[src/verilog/hdr_pkg.sv]
package hdr_pkg;

    // ========================================================================
    // bus geometry
    // ========================================================================
    localparam int ADDR_W = 12;
    localparam int DATA_W = 32;
    localparam int IDX_W  = ADDR_W - 2;

    // ========================================================================
    // register indices (byte address = 4 * index)
    // ========================================================================
    localparam logic [IDX_W-1:0] IDX_RESET_PIN   = 10'h14A;
    localparam logic [IDX_W-1:0] IDX_HOLDOVER    = 10'h14B;
    localparam logic [IDX_W-1:0] IDX_MANUAL_DAC_VALUE_LOW = 10'h14C;
    localparam logic [IDX_W-1:0] IDX_IRQ_STATUS  = 10'h180;
    localparam logic [IDX_W-1:0] IDX_IRQ_MASK    = 10'h181;
    localparam logic [IDX_W-1:0] IDX_DAC_STATUS  = 10'h182;

    // ========================================================================
    // field layouts and reset values
    // ========================================================================
    typedef struct packed {
        logic [1:0] signal_loss_timeout;
        logic       signal_loss_enable;
        logic       track_enable;
        logic       force_holdover;
        logic       manual_dac_enable;
        logic [1:0] manual_dac_high;
    } hdr_holdover_t;

    typedef struct packed {
        logic [1:0] reserved;
        logic [2:0] reset_pin_out_select;
        logic [2:0] io_type;
    } hdr_reset_pin_t;

    localparam logic [7:0] HOLDOVER_RST    = 8'h06;
    localparam logic [7:0] RESET_PIN_RST   = 8'h02;
    localparam logic [7:0] MANUAL_DAC_VALUE_LOW_RST = 8'h00;
    localparam logic [9:0] TRACK_START     = 10'h200;

    // reset pin io types
    localparam logic [2:0] IO_INPUT      = 3'h0;
    localparam logic [2:0] IO_PULLUP     = 3'h1;
    localparam logic [2:0] IO_PULLDOWN   = 3'h2;
    localparam logic [2:0] IO_PUSH_PULL  = 3'h3;
    localparam logic [2:0] IO_PUSH_INV   = 3'h4;
    localparam logic [2:0] IO_OPEN_DRAIN = 3'h6;

    // reset pin output sources
    localparam logic [2:0] SEL_LOW        = 3'h0;
    localparam logic [2:0] SEL_CLK_TWO    = 3'h2;
    localparam logic [2:0] SEL_DAC_LOCKED = 3'h3;
    localparam logic [2:0] SEL_DAC_LOW    = 3'h4;
    localparam logic [2:0] SEL_DAC_HIGH   = 3'h5;
    localparam logic [2:0] SEL_READBACK   = 3'h6;

    // dac status word layout
    localparam int ST_HOLDOVER  = 10;
    localparam int ST_TRACKING  = 11;
    localparam int ST_PIN_RESET = 12;

    // interrupt bits
    localparam int IRQ_W         = 3;
    localparam int IRQ_LOSS      = 0;
    localparam int IRQ_HOLDOVER  = 1;
    localparam int IRQ_PIN_RESET = 2;

    // ========================================================================
    // signal-loss timeouts: about two periods of the named input rate
    // ========================================================================
    localparam int CLK_MHZ      = 125;
    localparam int LOSS_NS_5M   = 400;
    localparam int LOSS_NS_25M  = 80;
    localparam int LOSS_NS_100M = 20;
    localparam int LOSS_NS_200M = 10;
    localparam int LOSS_CYC_5M   = (LOSS_NS_5M * CLK_MHZ + 999) / 1000;
    localparam int LOSS_CYC_25M  = (LOSS_NS_25M * CLK_MHZ + 999) / 1000;
    localparam int LOSS_CYC_100M = (LOSS_NS_100M * CLK_MHZ + 999) / 1000;
    localparam int LOSS_CYC_200M = (LOSS_NS_200M * CLK_MHZ + 999) / 1000;
    localparam int LOSS_CNT_W    = 6;

    typedef enum logic {APB_IDLE, APB_ANSWER} hdr_apb_state_t;

endpackage

[src/verilog/hdr_regs.sv]
`timescale 1ns/1ps
module hdr_regs
    import hdr_pkg::*;
(
    // clock and reset
    input  wire logic              clk_in,
    input  wire logic              sys_rst_in,
    // apb slave
    input  wire logic              psel_in,
    input  wire logic              penable_in,
    input  wire logic              pwrite_in,
    input  wire logic [ADDR_W-1:0] paddr_in,
    input  wire logic [DATA_W-1:0] pwdata_in,
    input  wire logic [3:0]        pstrb_in,
    output logic      [DATA_W-1:0] prdata_out,
    output logic                   pready_out,
    output logic                   pslverr_out,
    // device status sources
    input  wire logic              clock_input_two_selected_in,
    input  wire logic              dac_low_in,
    input  wire logic              dac_high_in,
    input  wire logic              readback_data_in,
    input  wire logic              primary_loop_locked_in,
    input  wire logic [9:0]        tuning_code_in,
    input  wire logic              track_update_in,
    input  wire logic              holdover_request_in,
    input  wire logic              clock_input_activity_in,
    // reset pin
    input  wire logic              reset_pin_in,
    output logic                   reset_pin_out,
    output logic                   reset_pin_oe_out,
    output logic                   reset_pin_pullup_out,
    output logic                   reset_pin_pulldown_out,
    // device control outputs
    output logic                   reset_request_out,
    output logic                   holdover_out,
    output logic [9:0]             dac_code_out,
    output logic                   dac_locked_out,
    output logic                   clock_switch_out,
    output logic                   irq_out
);

    // ========================================================================
    // decode helpers
    // ========================================================================
    function automatic logic reg_known(input logic [IDX_W-1:0] idx);
        reg_known = (idx == IDX_RESET_PIN) || (idx == IDX_HOLDOVER) ||
                    (idx == IDX_MANUAL_DAC_VALUE_LOW) || (idx == IDX_IRQ_STATUS) ||
                    (idx == IDX_IRQ_MASK) || (idx == IDX_DAC_STATUS);
    endfunction

    function automatic logic [LOSS_CNT_W-1:0] loss_limit(input logic [1:0] sel);
        case (sel)
            2'h0:    loss_limit = LOSS_CNT_W'(LOSS_CYC_5M);
            2'h1:    loss_limit = LOSS_CNT_W'(LOSS_CYC_25M);
            2'h2:    loss_limit = LOSS_CNT_W'(LOSS_CYC_100M);
            default: loss_limit = LOSS_CNT_W'(LOSS_CYC_200M);
        endcase
    endfunction

    function automatic logic pin_is_input(input logic [2:0] t);
        pin_is_input = (t == IO_INPUT) || (t == IO_PULLUP) || (t == IO_PULLDOWN);
    endfunction

    // ========================================================================
    // register storage
    // ========================================================================
    hdr_holdover_t          holdover_ctrl;
    hdr_reset_pin_t         reset_pin_cfg;
    logic [7:0]             manual_dac_low;
    logic [IRQ_W-1:0]       irq_status;
    logic [IRQ_W-1:0]       irq_mask;
    logic [9:0]             tracked_dac;
    hdr_apb_state_t         apb_state;

    logic [IDX_W-1:0]       bus_idx;
    logic                   bus_ok;
    logic                   wr_commit;
    logic [DATA_W-1:0]      rd_value;
    logic [9:0]             manual_dac_value;
    logic                   next_holdover;
    logic                   tracking_active;
    logic [IRQ_W-1:0]       irq_event;
    logic [IRQ_W-1:0]       irq_clear;

    assign bus_idx          = paddr_in[ADDR_W-1:2];
    assign bus_ok           = (paddr_in[1:0] == 2'h0) && reg_known(bus_idx);
    // a write lands only at the edge that completes the access phase
    assign wr_commit        = psel_in && penable_in && pready_out && pwrite_in &&
                              bus_ok && pstrb_in[0];
    assign manual_dac_value = {holdover_ctrl.manual_dac_high, manual_dac_low};

    always_comb begin
        rd_value = '0;
        case (bus_idx)
            IDX_RESET_PIN:   rd_value[7:0] = {2'h0, reset_pin_cfg[5:0]};
            IDX_HOLDOVER:    rd_value[7:0] = holdover_ctrl;
            IDX_MANUAL_DAC_VALUE_LOW: rd_value[7:0] = manual_dac_low;
            IDX_IRQ_STATUS:  rd_value[IRQ_W-1:0] = irq_status;
            IDX_IRQ_MASK:    rd_value[IRQ_W-1:0] = irq_mask;
            IDX_DAC_STATUS: begin
                rd_value[9:0]         = dac_code_out;
                rd_value[ST_HOLDOVER] = holdover_out;
                rd_value[ST_TRACKING] = tracking_active;
                rd_value[ST_PIN_RESET] = reset_request_out;
            end
            default:         rd_value = '0;
        endcase
    end

    // ========================================================================
    // apb slave: one wait state, answer registered
    // ========================================================================
    always_ff @(posedge clk_in) begin
        if (sys_rst_in) begin
            apb_state   <= APB_IDLE;
            pready_out  <= 1'b0;
            prdata_out  <= '0;
            pslverr_out <= 1'b0;
        end else begin
            case (apb_state)
                APB_IDLE: begin
                    pready_out  <= 1'b0;
                    pslverr_out <= 1'b0;
                    if (psel_in && penable_in) begin
                        apb_state   <= APB_ANSWER;
                        pready_out  <= 1'b1;
                        pslverr_out <= !bus_ok;
                        prdata_out  <= (bus_ok && !pwrite_in) ? rd_value : '0;
                    end
                end
                APB_ANSWER: begin
                    apb_state   <= APB_IDLE;
                    pready_out  <= 1'b0;
                    pslverr_out <= 1'b0;
                end
                default: begin
                    apb_state  <= APB_IDLE;
                    pready_out <= 1'b0;
                end
            endcase
        end
    end

    // ========================================================================
    // control registers
    // ========================================================================
    always_ff @(posedge clk_in) begin
        if (sys_rst_in) begin
            holdover_ctrl  <= HOLDOVER_RST;
            reset_pin_cfg  <= RESET_PIN_RST;
            manual_dac_low <= MANUAL_DAC_VALUE_LOW_RST;
            irq_mask       <= '0;
        end else if (wr_commit) begin
            case (bus_idx)
                IDX_HOLDOVER:    holdover_ctrl  <= pwdata_in[7:0];
                IDX_RESET_PIN:   reset_pin_cfg  <= {2'h0, pwdata_in[5:0]};
                IDX_MANUAL_DAC_VALUE_LOW: manual_dac_low <= pwdata_in[7:0];
                IDX_IRQ_MASK:    irq_mask       <= pwdata_in[IRQ_W-1:0];
                default:         irq_mask       <= irq_mask;
            endcase
        end
    end

    // ========================================================================
    // reset pin
    // ========================================================================
    logic pin_sync1;
    logic pin_sync2;
    logic pin_source;

    always_ff @(posedge clk_in) begin
        if (sys_rst_in) begin
            pin_sync1 <= 1'b0;
            pin_sync2 <= 1'b0;
        end else begin
            pin_sync1 <= reset_pin_in;
            pin_sync2 <= pin_sync1;
        end
    end

    always_comb begin
        case (reset_pin_cfg.reset_pin_out_select)
            SEL_LOW:        pin_source = 1'b0;
            SEL_CLK_TWO:    pin_source = clock_input_two_selected_in;
            SEL_DAC_LOCKED: pin_source = dac_locked_out;
            SEL_DAC_LOW:    pin_source = dac_low_in;
            SEL_DAC_HIGH:   pin_source = dac_high_in;
            SEL_READBACK:   pin_source = readback_data_in;
            default:        pin_source = 1'b0;
        endcase
    end

    // reserved types leave the pin undriven and raise no reset
    always_ff @(posedge clk_in) begin
        if (sys_rst_in) begin
            reset_pin_out          <= 1'b0;
            reset_pin_oe_out       <= 1'b0;
            reset_pin_pullup_out   <= 1'b0;
            reset_pin_pulldown_out <= 1'b1;
        end else begin
            reset_pin_pullup_out   <= (reset_pin_cfg.io_type == IO_PULLUP);
            reset_pin_pulldown_out <= (reset_pin_cfg.io_type == IO_PULLDOWN);
            case (reset_pin_cfg.io_type)
                IO_PUSH_PULL: begin
                    reset_pin_out    <= pin_source;
                    reset_pin_oe_out <= 1'b1;
                end
                IO_PUSH_INV: begin
                    reset_pin_out    <= !pin_source;
                    reset_pin_oe_out <= 1'b1;
                end
                IO_OPEN_DRAIN: begin
                    reset_pin_out    <= 1'b0;
                    reset_pin_oe_out <= !pin_source;
                end
                default: begin
                    reset_pin_out    <= 1'b0;
                    reset_pin_oe_out <= 1'b0;
                end
            endcase
        end
    end

    always_ff @(posedge clk_in) begin
        if (sys_rst_in) begin
            reset_request_out <= 1'b0;
        end else begin
            reset_request_out <= pin_is_input(reset_pin_cfg.io_type) && pin_sync2;
        end
    end

    // ========================================================================
    // holdover and dac
    // ========================================================================
    assign next_holdover   = holdover_ctrl.force_holdover || holdover_request_in;
    // tracking freezes in holdover so the last tracked code is kept
    assign tracking_active = holdover_ctrl.track_enable && primary_loop_locked_in &&
                             !next_holdover;

    always_ff @(posedge clk_in) begin
        if (sys_rst_in || reset_request_out) begin
            tracked_dac <= TRACK_START;
        end else if (tracking_active && track_update_in) begin
            tracked_dac <= tuning_code_in;
        end
    end

    always_ff @(posedge clk_in) begin
        if (sys_rst_in) begin
            holdover_out   <= 1'b0;
            dac_code_out   <= TRACK_START;
            dac_locked_out <= 1'b0;
        end else begin
            holdover_out   <= next_holdover;
            dac_locked_out <= tracking_active;
            if (next_holdover && holdover_ctrl.manual_dac_enable) begin
                dac_code_out <= manual_dac_value;
            end else begin
                dac_code_out <= tracked_dac;
            end
        end
    end

    // ========================================================================
    // signal-loss timeout
    // ========================================================================
    logic [LOSS_CNT_W-1:0] loss_count;
    logic                  loss_fired;

    always_ff @(posedge clk_in) begin
        if (sys_rst_in) begin
            loss_count       <= '0;
            loss_fired       <= 1'b0;
            clock_switch_out <= 1'b0;
        end else begin
            clock_switch_out <= 1'b0;
            if (!holdover_ctrl.signal_loss_enable || clock_input_activity_in) begin
                loss_count <= '0;
                loss_fired <= 1'b0;
            end else if (!loss_fired) begin
                if (loss_count + 1'b1 >= loss_limit(holdover_ctrl.signal_loss_timeout)) begin
                    loss_fired       <= 1'b1;
                    clock_switch_out <= 1'b1;
                end else begin
                    loss_count <= loss_count + 1'b1;
                end
            end
        end
    end

    // ========================================================================
    // interrupts: sticky, write one to clear, set wins
    // ========================================================================
    assign irq_event[IRQ_LOSS]      = clock_switch_out;
    assign irq_event[IRQ_HOLDOVER]  = next_holdover && !holdover_out;
    assign irq_event[IRQ_PIN_RESET] = pin_is_input(reset_pin_cfg.io_type) && pin_sync2 &&
                                      !reset_request_out;
    assign irq_clear = (wr_commit && bus_idx == IDX_IRQ_STATUS) ?
                       pwdata_in[IRQ_W-1:0] : '0;

    for (genvar i = 0; i < IRQ_W; i++) begin : g_irq
        always_ff @(posedge clk_in) begin
            if (sys_rst_in) begin
                irq_status[i] <= 1'b0;
            end else if (irq_event[i]) begin
                irq_status[i] <= 1'b1;
            end else if (irq_clear[i]) begin
                irq_status[i] <= 1'b0;
            end
        end
    end

    always_ff @(posedge clk_in) begin
        if (sys_rst_in) begin
            irq_out <= 1'b0;
        end else begin
            irq_out <= |(irq_status & irq_mask);
        end
    end

endmodule

[config.mk]
export PLATFORM = sky130hd
export DESIGN_NAME = hdr_regs
export DESIGN_NICKNAME = d
export VERILOG_FILES = /design/src/verilog/hdr_pkg.sv /design/src/verilog/hdr_regs.sv
export SDC_FILE = /design/constraint.sdc
export NUM_CORES = 1
export LEC_CHECK = 0
export ABC_AREA = 1
export BUFFER_PORTS_ARGS = -buffer_cell sky130_fd_sc_hd__buf_2
export CAP_MARGIN = 10
export CORE_ASPECT_RATIO = 0.8
export CORE_MARGIN = 8
export CORE_UTILIZATION = 40
export CTS_CLUSTER_DIAMETER = 200
export DETAILED_ROUTE_END_ITERATION = 12
export PLACE_DENSITY = 0.68
export SLEW_MARGIN = 20
export SYNTH_ARGS = -nofsm -noshare
export SYNTH_HDL_FRONTEND = slang
export SYNTH_SLANG_ARGS = --single-unit
[constraint.sdc]
create_clock -name clk_in -period 1.9 [get_ports clk_in]
set_input_delay 0.19 -clock clk_in [delete_from_list [all_inputs] [get_ports clk_in]]
set_output_delay 0.19 -clock clk_in [all_outputs]
set_load 0.005 [all_outputs]
==> metrics.txt, run 1 <==
Worst Hold Launch tuning_code_in[9]; type of the worst min-delay path in2reg; number of global-route vias before repair 3587; Port Buffers 78; Critical Path RT 2.11 ns; nets 692; asr flop ratio synth 0%; Sink Count 81; Max Clk Rate 0.4537 GHz; Crit. End Element flip-flop; Antenna Violating Nets Remaining 0; first-pass GRT wire length 17.02 mm; wire per inst 15.05 microns; Leakage 2.234 nW; Final Cell Area 0.004862 sq mm; final hold violations 0; GRT Total Usage 16.91%; Reg clk slew, reported paths 0.06 ns; vias per cell 5.050; Logic pwr share 5.2%; cts bufs inserted 9; die height 102.5 microns; clock skew 0.006820 ns; P_sw 820.4 uW; share of cells above drive strength 1 27.10%; via count 3712; share of the synthesized area in the top cell type 43.32%; Synth Flop Type dfxtp_1; DRC 0; syn avg cell area 7.326 sq um; Critical Path Start loss_count[0]; top cells by area, synth dfxtp_1 (43%), nor2_1 (8.0%), o21ai_0 (7.1%), nand2_1 (6.7%), a21oi_1 (5.7%); Slew headroom 39.96%; latest clock arrival within the worst-skew pair 0.33 ns; RSZ-0062 raised after global routing yes; Post-Route WL 11.06 mm; RePlAce Congestion 0.8485; Setup CP Type reg2reg; setup ws final -0.3042 ns; Clock power frac 50.6%; row cnt 31; post-layout min period 2.204 ns; status finished, violations left; crit path DAT 2.41 ns; Overflow after GRT 0; n_diodes 0; PD cells 801.2 mW/mm^2; antenna violations before repair 0; Setup-failing EPs final 8; Peak VDD IR 0.0005099 V; mapped cell area 0.003744 sq mm; Area Growth Syn to Fin 29.88%; internal power 3.075 mW; Seq cells post-synth 81; Crit Reg-Reg Startpoint loss_count[0]; Final Cycle Share 116.0%; largest area contributor in the netlist dfxtp_1; die area 0.01273 sq mm; Detail Placement HPWL 8.459 mm; Post-synth EDFFs 0; post-synthesis sequential area ratio 43.32%; CTS H-tree lvls 3; largest net degree at the start of global routing 43; Multi-input gate area 0.001903 sq mm; most frequent cells in the layout nor2_1 (79), buf_2 (79), dfxtp_1 (77); core area 0.009076 sq mm; detailed-router iteration count before antenna repair 5; Synth Warn # 0; Slew @ Worst Pin 0.8938 ns; Sequential Power Share 44.2%; root buf cell clkbuf_16; Final Power 3.896 mW; sw frac 21.06%; failing checks negative setup slack; final max-slew violation count 0; Synth Instances 511; max-cap viol count 0; CP Launch Type flip-flop; I/O pin total 125; CTS tree yes; DR iter-0 viols 327; Clock Path Buffers 2; CP max FO 4; initial core utilization 41.25%; dpl cell area 0.004345 sq mm; storage element area 0.001634 sq mm; layout filler cell count 869; WHS 0.05339 ns; Die X 124.2 microns; Yosys cell types 37
## state kept, by name (all words and copies together), names as in the netlist, 3 cells and up
register	count
holdover_ctrl	8
prdata_out	13
manual_dac_low	8
reset_pin_cfg	6
loss_count	6
irq_status	3
dac_code_out	10
irq_mask	3
tracked_dac	10
## timing repair
action / in CTS / in global routing
hold buffers: 0 / 0
gates cloned: 1 / 0
buffers inserted: 2 / 3
setup endpoints to repair: 7 / 8
resized for setup: 7 / 23
pin swaps: 5 / 16
## metal layers
metal  global-route usage (%)  up-vias  wire (microns)  part of all wire [%]
met4                    4.471        0             110                  0.99
met5                        0        -               0                     0
met3                    4.379       13             869                   7.9
li1                         -     1840               -                     -
met1                    23.39     1703            5345                    48
met2                    25.45      156            4736                    43
## metrics by stage
stage | setup TNS, ns | utilization [%] | instances | worst slack (ns)
2_1_floorplan | -0.07222 | - | 529 | -0.03062
3_3_place_gp | -0.2558 | 47.88 | 713 | -0.06901
3_5_place_dp | -0.8123 | 47.88 | 713 | -0.1780
4_1_cts | -0.8221 | 52.16 | 732 | -0.1596
5_1_grt | -1.694 | 53.57 | 735 | -0.3686
6_report | -0.9234 | 53.57 | 735 | -0.3042
## cell type report
type / count / area share [%]
well taps: 115 / 2.959
flip-flops and latches: 81 / 33.61
clock inverters: 6 / 2.393
multi-input cells: 358 / 39.14
clock buffers: 10 / 4.709
inverters: 60 / 4.735
repair buffers: 105 / 12.45
## cell usage after synthesis, types with 5 or more instances
| master | number |
|---|---|
| dfxtp_1 | 81 |
| nor2_1 | 80 |
| nand2_1 | 67 |
| inv_1 | 55 |
| o21ai_0 | 53 |
| a21oi_1 | 43 |
| nand3_1 | 40 |
| buf_4 | 20 |
| clkbuf_1 | 9 |
| nor2_2 | 9 |
| ha_1 | 5 |
| o211ai_1 | 5 |
## path summary, 6_finish.rpt
path	end	slack, ns	depth (start not counted)
hold / removal	tracked_dac[9]	0.05	3
setup / recovery	loss_count[3]	-0.30	11
hold reg to reg	pin_sync2	0.40	2
setup reg to reg	loss_count[3]	-0.30	11
## critical path: stages (launching register included)
cell      delay (ns)
dfxtp_4         0.38
nand3_4         0.09
buf_6           0.13
xor2_2          0.15
ha_1            0.29
inv_2           0.05
nor2_1          0.16
nand4_1         0.14
nand4_1         0.15
buf_2           0.18
nor2_1          0.07
a211oi_1        0.30
## power groups by stage
stage,logic (mW),registers (mW),clock network (mW)
floorplan,0.115,1.76,0
global placement,0.193,1.76,0
detailed placement,0.197,1.76,0
CTS,0.198,1.72,2.01
global route,0.223,1.72,2.07
finish,0.201,1.72,1.97
## cell families (layout without fill, tap and decap cells)
family	Yosys count	in the layout	synth area share, %
AO/OA/AOI/OAI	114	114	16.41
XOR/XNOR	3	3	0.7020
adder cells (fa/ha/maj)	5	5	1.671
buffers and inverters	90	181	11.23
flip-flops	81	81	43.32
other	1	19	0.1002
AND/OR/NAND/NOR	217	217	26.57
(Power assumes the default switching activity.)
==> run 2: changes to the inputs <==
HOLD_SLACK_MARGIN = 0.02   (was default)
clock period = 2 ns   (was 1.9 ns; I/O delays follow)
==> run 2 against run 1 <==
Compared with the run above:
- the run still ends with negative setup slack left
- maximum frequency rose by 4.7%
- hold slack improved by 0.0085 ns
- combinational power fell by 7%
- sequential cell count did not move
- core utilization fell by 2.4 points
- setup slack improved by 0.20 ns
- sequential power fell by 5%
- first-iteration DRC count fell by 17%
- via count fell by 1.2%
- register-to-register slack improved by 0.20 ns
- sequential share of layout area rose by 1.6 points
- clock skew rose by 0.00056 ns
- highest routed layer unchanged
==> metrics.txt, run 2 (synthesized netlist as in run 1, its figures left out) <==
met1 Track Usage GR 24.11%; share of cells above drive strength 1 24.84%; Area Growth Syn to Fin 24.03%; number of flip-flops in the largest register 13; Peak VDD IR 0.0004166 V; final hold violations 0; setup ws final -0.1056 ns; Slew @ Worst Pin 0.6573 ns; Final Cell Area 0.004643 sq mm; Clock Path Buffers 2; clock skew 0.007384 ns; Die X 124.2 microns; CP cell instances ha_4, nand2_2, nor2_2, xor2_1, ha_1, nand2_1, inv_2, a21boi_2, nand4_1, buf_6, o21ai_0, a21oi_1; FF-to-FF End loss_count[4]; Biggest register prdata_out; I/O pin total 125; Antenna Violating Nets Remaining 0; slowest CP cell dfxtp_4; crit-path leading delay family adder cells; DRC 0; Max Clk Rate 0.4749 GHz; max-cap viol count 0; Critical Path Start loss_count[1]; Leakage 2.135 nW; antenna violations before repair 0; Crit. End Element flip-flop; via count 3666; first-pass GRT wire length 17.45 mm; number of global-route vias before repair 3544; most frequent cells in the layout nor2_1 (79), buf_2 (79), dfxtp_1 (77); worst r2r path cells 12; Port Buffers 78; final max-slew violation count 0; failing checks negative setup slack; layout filler cell count 889; PD cells 712.7 mW/mm^2; Post-Route WL 10.79 mm; initial core utilization 41.25%; Worst Hold Launch reset_pin_in; wire per inst 14.84 microns; fin util 51.16%; Slew headroom 55.84%; row cnt 31; Critical path buffers and inverters 2; CP Launch Type flip-flop; CP max FO 5; Setup CP Type reg2reg; die height 102.5 microns; post-layout min period 2.106 ns; WHS Endpoint pin_sync1; CTS H-tree lvls 3; Crit Reg-Reg Startpoint loss_count[1]; cts bufs inserted 9; M2 GR Usage 25.33%; CTS tree yes; DR iter-0 viols 273; core area 0.009076 sq mm; GRT Total Usage 17.37%; Setup-failing EPs final 6; vias per cell 5.043; largest registers prdata_out (13), dac_code_out (10), tracked_dac (10); nets 684; Critical Path RT 2.22 ns; RePlAce Congestion 0.8810; n_diodes 0; Overflow after GRT 0; latest clock arrival within the worst-skew pair 0.34 ns; crit path DAT 2.32 ns; crit-path max cell delay 0.37 ns; dpl cell area 0.004262 sq mm; Reg2Reg Setup Slack -0.11 ns; RSZ-0062 raised after global routing yes; Detail Placement HPWL 8.359 mm; largest net degree at the start of global routing 36; type of the worst min-delay path in2reg; Reg clk slew, reported paths 0.06 ns; grt peak-use layer met2; status finished, violations left; die area 0.01273 sq mm; CP Depth 12; WHS 0.06189 ns; Final Cycle Share 105.3%; root buf cell clkbuf_16; detailed-router iteration count before antenna repair 5; Hold Path Depth 3; met3 usage 4.379%; Sink Count 81
==> run 2: cell count changes in the layout (fill, tap and decap cells not counted), sizes merged <==
cell and change:
bufinv -3, inv +1, clkinvlp +2, buf -8
==> run 2: how the worst max path moves through the flow <==
stage	endpoint	slack, ns
3_5_place_dp	loss_count[5]	-0.12
5_1_grt	loss_count[4]	-0.21
3_3_place_gp	loss_count[0]	-0.07
6_report	loss_count[4]	-0.11
2_1_floorplan	loss_count[0]	0.002
4_1_cts	loss_count[0]	-0.07
==> run 2: cell type report <==
| class | instances | area (sq um) | share of cell area [%] |
|---|---|---|---|
| Multi-Input combinational cell | 358 | 1829 | 39.40 |
| Clock inverter | 6 | 42.54 | 0.9162 |
| Sequential cell | 81 | 1634 | 35.19 |
| Inverter | 60 | 230.2 | 4.958 |
| Tap cell | 115 | 143.9 | 3.099 |
| Timing Repair Buffer | 97 | 534.3 | 11.51 |
| Clock buffer | 10 | 229.0 | 4.931 |
==> run 2: worst reg2reg max path, delay by kind of cell, from the launching register on <==
family	cells	cell delay, ns
compound gates	3	0.40
xor+xnor	1	0.19
fa+ha+maj	2	0.40
buf+inv	2	0.22
flops	1	0.37
simple gates	4	0.40
==> run 2: metrics by stage <==
stage,TNS (ns),setup slack (ns),power [mW],instances
final,-0.3725,-0.1056,3.309,727
after global routing,-1.106,-0.2096,3.433,727
after CTS,-0.3278,-0.06980,3.342,727
after detailed placement,-0.4676,-0.1218,1.860,706
after global placement,-0.2038,-0.06592,1.856,706
after floorplan,0,0.001737,1.784,529
==> run 2: where the power goes <==
| group | internal [mW] | total [mW] | switching, mW | leakage (nW) |
|---|---|---|---|---|
| Sequential | 1.63 | 1.64 | 0.0117 | 0.658 |
| Combinational | 0.0656 | 0.186 | 0.120 | 1.35 |
| Clock | 0.842 | 1.49 | 0.644 | 0.129 |
| Total | 2.53 | 3.31 | 0.776 | 2.13 |
==> run 2: repair_timing <==
item	4_1_cts	5_1_grt
endpoints found under the hold margin	0	0
pin swaps	12	7
gates resized for setup	15	10
setup endpoints to repair	7	8
cloned	1	0
setup buffers	4	0
hold buffers	0	0
==> run 2: layer usage <==
layer	up-vias	part of all wire (%)
met2	151	42
li1	1830	-
met3	22	8.4
met4	0	1.9
met1	1663	48
met5	-	0
